[src/gli_pkg.sv]
// Purpose : Shared constants and types for the three-pin GPIO and LED indicator block.
// Assumes : A 10 MHz core clock; link status inputs come from logic on the same clock.
// Notes   : Every width and timing count and all non-zero reset values of the block live here.
package gli_pkg;

    // ------------------------------------------------------------------
    // Sizes and pin roles
    // ------------------------------------------------------------------
    localparam int NUM_PINS  = 3;        // Number of multiplexed pins.
    localparam int PIN_SPEED = 0;        // Pin that carries the speed indicator.
    localparam int PIN_LINK  = 1;        // Pin that carries the link/activity indicator.
    localparam int PIN_DUPLX = 2;        // Pin that carries the duplex indicator.

    // ------------------------------------------------------------------
    // Timing
    // ------------------------------------------------------------------
    localparam int CLK_HZ     = 10000000;                 // Core clock rate in hertz.
    localparam int ACT_MS     = 80;                       // Activity off and on interval in ms.
    localparam int ACT_CYCLES = ACT_MS * (CLK_HZ / 1000); // Interval as clock cycles.
    localparam int CNT_W      = 20;                       // Width of the interval counter.

    // ------------------------------------------------------------------
    // Reset values
    // ------------------------------------------------------------------
    localparam logic IND_RST   = 1'h1;   // Indicators start dark (released high).
    localparam logic OE_N_RST  = 1'h1;   // Pins start undriven.
    localparam logic SYNC_RST  = 1'h1;   // Synchroniser stages start at the pulled-up level.

    // Pin function chosen by configuration.
    typedef enum logic [1:0] {
        GLI_MODE_INPUT,                  // Pin is an input only.
        GLI_MODE_PUSHPULL,               // Pin drives both levels.
        GLI_MODE_OPENDRAIN               // Pin drives low, releases for high.
    } gli_mode_e;

    // Link/activity indicator sequence.
    typedef enum logic [1:0] {
        GLI_ACT_IDLE,                    // Link up, indicator lit steady.
        GLI_ACT_OFF,                     // Indicator dark for one interval.
        GLI_ACT_HOLD                     // Indicator lit for at least one interval.
    } gli_act_e;

    // Configuration of one pin.
    typedef struct packed {
        gli_mode_e mode;                 // Pin function when not an indicator.
        logic      out_val;              // Level to drive in output modes.
        logic      led_sel;              // Pin carries its status indicator.
    } gli_pin_cfg_s;

    // Link state from the PHY.
    typedef struct packed {
        logic link_up;                   // A valid link exists.
        logic speed_100;                 // Link runs at 100 Mb.
        logic full_duplex;               // Link runs full duplex.
        logic an_busy;                   // Auto-negotiation in progress.
        logic activity;                  // One-cycle pulse per TX or RX activity.
    } gli_link_s;

    // State of one pin cell.
    typedef struct packed {
        logic s1;                        // First synchroniser stage.
        logic s2;                        // Second synchroniser stage.
        logic s3;                        // Third synchroniser stage.
        logic val;                       // Filtered input level.
        logic o;                         // Driven output level.
        logic oe_n;                      // Output enable, low while driving.
    } gli_pin_st_s;

    // State of the indicator logic.
    typedef struct packed {
        gli_act_e         act;           // Link/activity sequence state.
        logic [CNT_W-1:0] cnt;           // Interval counter.
        logic             pend;          // Activity seen since the last off pulse began.
        logic             spd_n;         // Speed indicator, low at 100 Mb.
        logic             lnk_n;         // Link/activity indicator, low when lit.
        logic             dup_n;         // Duplex indicator, low at full duplex.
    } gli_st_s;

endpackage : gli_pkg

[src/gli_pin.sv]
// Purpose : One multiplexed pin: input synchroniser and output driver selection.
// Assumes : The pin level arrives from outside the clock domain.
// Notes   : Outputs come from flip-flops; indicator use is always open-drain.
`timescale 1ns/1ps
module gli_pin (
    input  wire logic                  clk,      // Core clock.
    input  wire logic                  arst_n,   // Asynchronous reset, active low.
    input  wire gli_pkg::gli_pin_cfg_s cfg,      // Pin configuration.
    input  wire logic                  led_val,  // Indicator level for this pin.
    input  wire logic                  pin_i,    // Level seen on the pin.
    output logic                       pin_o,    // Level to drive on the pin.
    output logic                       pin_oe_n, // Output enable, low while driving.
    output logic                       pin_val   // Filtered input level.
);

    gli_pkg::gli_pin_st_s st_q;                  // Registered state.
    gli_pkg::gli_pin_st_s st_d;                  // Next state.

    // ------------------------------------------------------------------
    // Next-state logic
    // ------------------------------------------------------------------
    // Synchronises the input and picks the driver form for the pin.
    always_comb begin
        st_d    = st_q;
        st_d.s1 = pin_i;
        st_d.s2 = st_q.s1;
        st_d.s3 = st_q.s2;
        // The filtered level only moves once the last two stages agree.
        if (st_q.s2 == st_q.s3) begin
            st_d.val = st_q.s3;
        end
        if (cfg.led_sel) begin
            // Indicators only pull low and never drive high.
            st_d.o    = 1'h0;
            st_d.oe_n = led_val;
        end else begin
            // Each pin follows its own configured function.
            unique case (cfg.mode)
                gli_pkg::GLI_MODE_PUSHPULL: begin
                    st_d.o    = cfg.out_val;
                    st_d.oe_n = 1'h0;
                end
                gli_pkg::GLI_MODE_OPENDRAIN: begin
                    st_d.o    = 1'h0;
                    st_d.oe_n = cfg.out_val;
                end
                gli_pkg::GLI_MODE_INPUT: begin
                    st_d.o    = 1'h0;
                    st_d.oe_n = 1'h1;
                end
                default: begin
                    // An undefined mode code leaves the pin as an input.
                    st_d.o    = 1'h0;
                    st_d.oe_n = 1'h1;
                end
            endcase
        end
    end

    // ------------------------------------------------------------------
    // State register
    // ------------------------------------------------------------------
    // Registers the whole cell state.
    always_ff @(posedge clk or negedge arst_n) begin
        if (!arst_n) begin
            st_q <= '{s1: gli_pkg::SYNC_RST, s2: gli_pkg::SYNC_RST, s3: gli_pkg::SYNC_RST,
                      val: gli_pkg::SYNC_RST, o: 1'h0, oe_n: gli_pkg::OE_N_RST};
        end else begin
            st_q <= st_d;
        end
    end

    assign pin_o    = st_q.o;
    assign pin_oe_n = st_q.oe_n;
    assign pin_val  = st_q.val;
endmodule : gli_pin

[src/gli_top.sv]
// Purpose : Three general-purpose pins that can also show link speed, link/activity and duplex.
// Assumes : Link status inputs are on the core clock; activity is a one-cycle pulse.
// Notes   : Configuration arrives as plain inputs; there is no register bus.
//
// Contract
// - Each pin configurable as input, push-pull, open-drain.
// - Indicator pins are open-drain, never driven high.
// - Speed indicator low at 100 Mb.
// - Speed indicator high in negotiation, unplugged, 10 Mb.
// - Link indicator lit while link up, no pulse.
// - Activity turns link indicator off for 80 ms.
// - Then lit at least 80 ms; repeat on activity.
// - Duplex indicator low at full duplex.
`timescale 1ns/1ps
module gli_top #(
    parameter int unsigned ACT_CYCLES = gli_pkg::ACT_CYCLES     // Off and on interval in cycles.
) (
    input  wire logic                                         clk,                       // Core clock.
    input  wire logic                                         arst_n,                    // Reset, active low.
    input  wire gli_pkg::gli_link_s                           link,                      // Link state.
    input  wire gli_pkg::gli_pin_cfg_s [gli_pkg::NUM_PINS-1:0] pin_cfg,                  // Per-pin configuration.
    input  wire logic [gli_pkg::NUM_PINS-1:0]                 gpio_i,                    // Pin levels.
    output logic      [gli_pkg::NUM_PINS-1:0]                 gpio_o,                    // Pin drive levels.
    output logic      [gli_pkg::NUM_PINS-1:0]                 gpio_oe_n,                 // Pin enables, low drives.
    output logic      [gli_pkg::NUM_PINS-1:0]                 gpio_val,                  // Filtered pin inputs.
    output logic                                              speed_indicator_n,         // Speed indicator.
    output logic                                              link_activity_indicator_n, // Link/activity indicator.
    output logic                                              duplex_indicator_n         // Duplex indicator.
);

    localparam logic [gli_pkg::CNT_W-1:0] LAST = gli_pkg::CNT_W'(ACT_CYCLES - 1); // Final count.

    gli_pkg::gli_st_s                  st_q;   // Registered state.
    gli_pkg::gli_st_s                  st_d;   // Next state.
    logic [gli_pkg::NUM_PINS-1:0]      led_v;  // Indicator level per pin.

    // ------------------------------------------------------------------
    // Indicator logic
    // ------------------------------------------------------------------
    // Derives the three indicators from the link state.
    always_comb begin
        st_d       = st_q;
        // Lit only at 100 Mb with a settled link; dark otherwise.
        st_d.spd_n = !(link.link_up && link.speed_100 && !link.an_busy);
        // Lit only at full duplex; released at half duplex or no link.
        st_d.dup_n = !(link.link_up && link.full_duplex);
        if (!link.link_up) begin
            // No link: dark and the sequence restarts.
            st_d.act   = gli_pkg::GLI_ACT_IDLE;
            st_d.cnt   = '0;
            st_d.pend  = 1'h0;
            st_d.lnk_n = 1'h1;
        end else begin
            unique case (st_q.act)
                gli_pkg::GLI_ACT_IDLE: begin
                    // Steady lit while nothing happens.
                    st_d.lnk_n = 1'h0;
                    if (link.activity) begin
                        // Activity starts an off pulse.
                        st_d.act   = gli_pkg::GLI_ACT_OFF;
                        st_d.cnt   = '0;
                        st_d.lnk_n = 1'h1;
                    end
                end
                gli_pkg::GLI_ACT_OFF: begin
                    // Activity during the pulse is remembered for the next one.
                    if (link.activity) begin
                        st_d.pend = 1'h1;
                    end
                    if (st_q.cnt == LAST) begin
                        // Off pulse over; a lit interval follows.
                        st_d.act   = gli_pkg::GLI_ACT_HOLD;
                        st_d.cnt   = '0;
                        st_d.lnk_n = 1'h0;
                    end else begin
                        st_d.cnt   = st_q.cnt + 1'h1;
                        st_d.lnk_n = 1'h1;
                    end
                end
                gli_pkg::GLI_ACT_HOLD: begin
                    st_d.lnk_n = 1'h0;
                    if (link.activity) begin
                        st_d.pend = 1'h1;
                    end
                    if (st_q.cnt == LAST) begin
                        st_d.cnt = '0;
                        if (st_q.pend || link.activity) begin
                            // Continued activity repeats the off pulse.
                            st_d.act   = gli_pkg::GLI_ACT_OFF;
                            st_d.pend  = 1'h0;
                            st_d.lnk_n = 1'h1;
                        end else begin
                            st_d.act = gli_pkg::GLI_ACT_IDLE;
                        end
                    end else begin
                        // Minimum lit time not yet reached.
                        st_d.cnt = st_q.cnt + 1'h1;
                    end
                end
            endcase
        end
    end

    // ------------------------------------------------------------------
    // State register
    // ------------------------------------------------------------------
    // Registers the indicator state.
    always_ff @(posedge clk or negedge arst_n) begin
        if (!arst_n) begin
            st_q <= '{act: gli_pkg::GLI_ACT_IDLE, cnt: '0, pend: 1'h0,
                      spd_n: gli_pkg::IND_RST, lnk_n: gli_pkg::IND_RST, dup_n: gli_pkg::IND_RST};
        end else begin
            st_q <= st_d;
        end
    end

    assign speed_indicator_n         = st_q.spd_n;
    assign link_activity_indicator_n = st_q.lnk_n;
    assign duplex_indicator_n        = st_q.dup_n;

    // Routes each indicator to its own pin.
    always_comb begin
        led_v                     = '1;
        led_v[gli_pkg::PIN_SPEED] = st_q.spd_n;
        led_v[gli_pkg::PIN_LINK]  = st_q.lnk_n;
        led_v[gli_pkg::PIN_DUPLX] = st_q.dup_n;
    end

    // ------------------------------------------------------------------
    // Pin cells
    // ------------------------------------------------------------------
    // One cell per pin handles sync and drive form.
    for (genvar i = 0; i < gli_pkg::NUM_PINS; i++) begin : g_pin
        gli_pin u_pin (
            .clk      (clk),
            .arst_n   (arst_n),
            .cfg      (pin_cfg[i]),
            .led_val  (led_v[i]),
            .pin_i    (gpio_i[i]),
            .pin_o    (gpio_o[i]),
            .pin_oe_n (gpio_oe_n[i]),
            .pin_val  (gpio_val[i])
        );
    end
endmodule : gli_top

[config.mk]
export PLATFORM = sky130hd
export DESIGN_NAME = gli_top
export DESIGN_NICKNAME = d
export VERILOG_FILES = /design/src/gli_pkg.sv /design/src/gli_pin.sv /design/src/gli_top.sv
export SDC_FILE = /design/constraint.sdc
export NUM_CORES = 1
export LEC_CHECK = 0
export CAP_MARGIN = 5
export CORE_ASPECT_RATIO = 1.1
export CORE_MARGIN = 2
export CORE_UTILIZATION = 55
export DETAILED_ROUTE_END_ITERATION = 7
export DONT_BUFFER_PORTS = 1
export GPL_ROUTABILITY_DRIVEN = 0
export PLACE_DENSITY_LB_ADDON = 0.25
export SLEW_MARGIN = 20
export SYNTH_ARGS = -nofsm -noshare
export SYNTH_HDL_FRONTEND = slang
export SYNTH_SLANG_ARGS = --single-unit
[constraint.sdc]
create_clock -name clk -period 2.7 [get_ports clk]
set_clock_uncertainty 0.15 [all_clocks]
set_input_delay 0.54 -clock clk [delete_from_list [all_inputs] [get_ports clk]]
set_output_delay 0.54 -clock clk [all_outputs]
set_load 0.02 [all_outputs]
==> flow_summary.ini <==
[routing]
drc = 0
drt_wl_total_um = 4060
via_per_inst = 5.92
wire_per_inst_um = 16.1
count_of_tritonroute_iterations_in_the_first_routing_pass = 4
drt_iter0_drc = 65
ant_nets = 0
number_of_vias_in_the_routed_layout = 1491

[place]
place_worst_setup_slack_ps = 460
placement.cell_area_um2 = 2170
place_hpwl_um = 2990
port-buffer-count = 0

[synthesis]
ys_types = 47
total_of_flip_flops_plus_latches_after_synthesis = 44
mean_cell_area_of_the_mapped_netlist_um2 = 10.8
synth-edff-count = 0
yosys.area.top_type_share_pct = 29.6
synthTopCellsByArea = dfrtp_1 (30%), dfstp_2 (22%), ha_1 (6.3%)
seq_area_frac_synth_pct = 51.2
ys.warnings.count = 0
synthesis.area_um2 = 2200
syn_nets = 236
synth_ff_type = dfrtp_1
netlist_instances = 203
synth_area_leader_cell = dfrtp_1
async_flop_share_pct = 100

[clock_tree]
cts_htree_levels = 2
tritoncts = built
clock_tree.buffer_depth = 2
cts-buffers-inserted = 5
clk_latency_ps = 300
path_clk_slew_ps = 80
tritoncts_num_sinks = 44
master_cell_of_the_clock_root_buffer = clkbuf_8

[run]
max-cap-violations = 0

[global_routing]
global_route_wire_length_before_repair_um = 7160
top_usage_layer = met2
number_of_global_route_vias_before_repair = 1554
globalRoute.totalOverflow = 0
met2_grt_util_pct = 35.2
grt_max_degree = 45
grt_antenna_before_repair = 0
grt.met3_usage_pct = 5.15
global_route.usage.total_pct = 20.8
globalRouteMet1Util_pct = 24.9

[critical_path]
end_kind = flop
path_buf_inv = 1
kind_of_cell_adding_the_most_delay_to_the_critical_path = compound AO/OA/AOI/OAI gates
crit_path_max_fanout = 8
cpMaxStageDelayCell = dfrtp_1
worst-setup-path-type = flop to flop
critical_path_data_arrival_time_ps = 2300
critical_path_required_ps = 2740
setup.worst_path.start_class = flop
crit_chain = inv_1 > ha_1 > o211ai_1 > a21oi_4 > nand2_1 > o41ai_1
worst_path_largest_cell_delay_ps = 380

[sta]
period_share_pct = 83.8
setup-tns-final_ps = 0
worst_slew_margin_rel_pct = 51.4
maxClockFrequency_mhz = 442
fin_ws_ps = 438
report.final.slew_viol_count = 0
hold-worst-slack_ps = 77.7
unrepaired_setup_endpoints_after_global_routing = false
clock_period_minus_final_worst_setup_slack_ps = 2260
worst_slew_pin_slew_ps = 726
finalHoldViolations = 0
timing.final.setup_violations = 0

[finish]
n_antenna_cell = 0
final_core_utilization_pct = 58.8
nFillCells = 338
num-nets-final = 232
multi_input_comb_area_um2 = 952
layout.area.seq_um2 = 1120
drive_above_1_share_pct = 18.0
postLayoutCellArea_um2 = 2300
area.growth.synth_to_final_pct = 4.62
mostFrequentLayoutCell = dfrtp_1
layout_common_cells = dfrtp_1 (26), nand2_1 (22), dfstp_2 (18)

[pwr]
power.ir.vdd_worst_uv = 293
pleak_nw = 0.933
power-per-cell-area_nw_per_um2 = 651

[status]
run_status = finished clean

[floorplan]
core-area_um2 = 3900
dieArea_um2 = 4510
floorplan.initialDensity_pct = 56.3
io-pin-count = 34
die_height_um = 70.3
row_count = 24
dieWidth_um = 64.2

[hold_path]
hold_path_class = input port to flop
==> cell type report <==
type / instances / share of cell area (%)
clock buffers: 5 / 3.00
clock inverters: 3 / 1.03
inverters: 9 / 1.47
multi-input cells: 137 / 41.4
flip-flops and latches: 44 / 48.9
well taps: 52 / 2.83
repair buffers: 2 / 1.31
==> cells in the mapped netlist (all sizes together) (3+ instances only) <==
cell,instances
a31oi,7
ha,11
nand2,22
nor2,15
and3,3
maj3,3
buf,12
o31ai,3
and4,3
xor2,7
inv,9
o21ai,10
dfrtp,26
nand3,10
nor3,3
nand4,4
a21oi,5
dfstp,18
==> timing repair <==
item	CTS	global route
endpoints found under the hold margin	44	0
buffers inserted	0	0
hold buffers	2	0
gates resized for setup	0	0
==> where the power goes <==
part | internal [mW] | switching [mW] | total [mW]
registers | 0.731 | 0.0602 | 0.791
clock network | 0.183 | 0.227 | 0.410
logic | 0.101 | 0.194 | 0.295
==> cell families after synthesis <==
| logic type | Yosys count | synth area share (%) |
|---|---|---|
| flops | 44 | 51.2 |
| simple gates | 76 | 19.5 |
| fa+ha+maj | 14 | 7.64 |
| xor+xnor | 9 | 3.59 |
| buf+inv | 22 | 5.47 |
| mux | 4 | 1.94 |
| compound gates | 34 | 10.7 |
==> per-layer routing <==
metal  up-vias  wire, um
li1        702         -
met1       733      1660
met2        45      2090
met3        11       203
met4         0       110
met5         -         0
==> state kept, by name (all words and copies together), names as in the netlist <==
register and flops:
g_pin.u_pin.pin_oe_n 3, g_pin.u_pin.pin_o 3, link_activity_indicator_n 1, g_pin.u_pin.st_d 6
duplex_indicator_n 1, g_pin.u_pin.st_q 3, speed_indicator_n 1, st_q 23
g_pin.u_pin.pin_val 3
==> stage by stage <==
step | instances | total power [mW]
2_1_floorplan | 203 | 1.03
3_3_place_gp | 242 | 1.06
3_5_place_dp | 242 | 1.08
4_1_cts | 252 | 1.52
5_1_grt | 252 | 1.60
6_report | 252 | 1.50
==> final timing paths <==
check / start / to / depth (start not counted) / slack [ps]
max: st_q[25] / st_q[12] / 6 / 440
min: gpio_i[2] / g_pin[2].u_pin.st_d[4] / 0 / 80
max reg2reg: st_q[25] / st_q[12] / 6 / 440
min reg2reg: g_pin[0].u_pin.st_d[4] / g_pin[0].u_pin.st_d[3] / 0 / 210
max in group asynchronous: arst_n / g_pin[0].u_pin.st_d[3] / 2 / 1590
min in group asynchronous: arst_n / st_q[24] / 2 / 550
No activity file was read; power rests on OpenSTA's default activity.
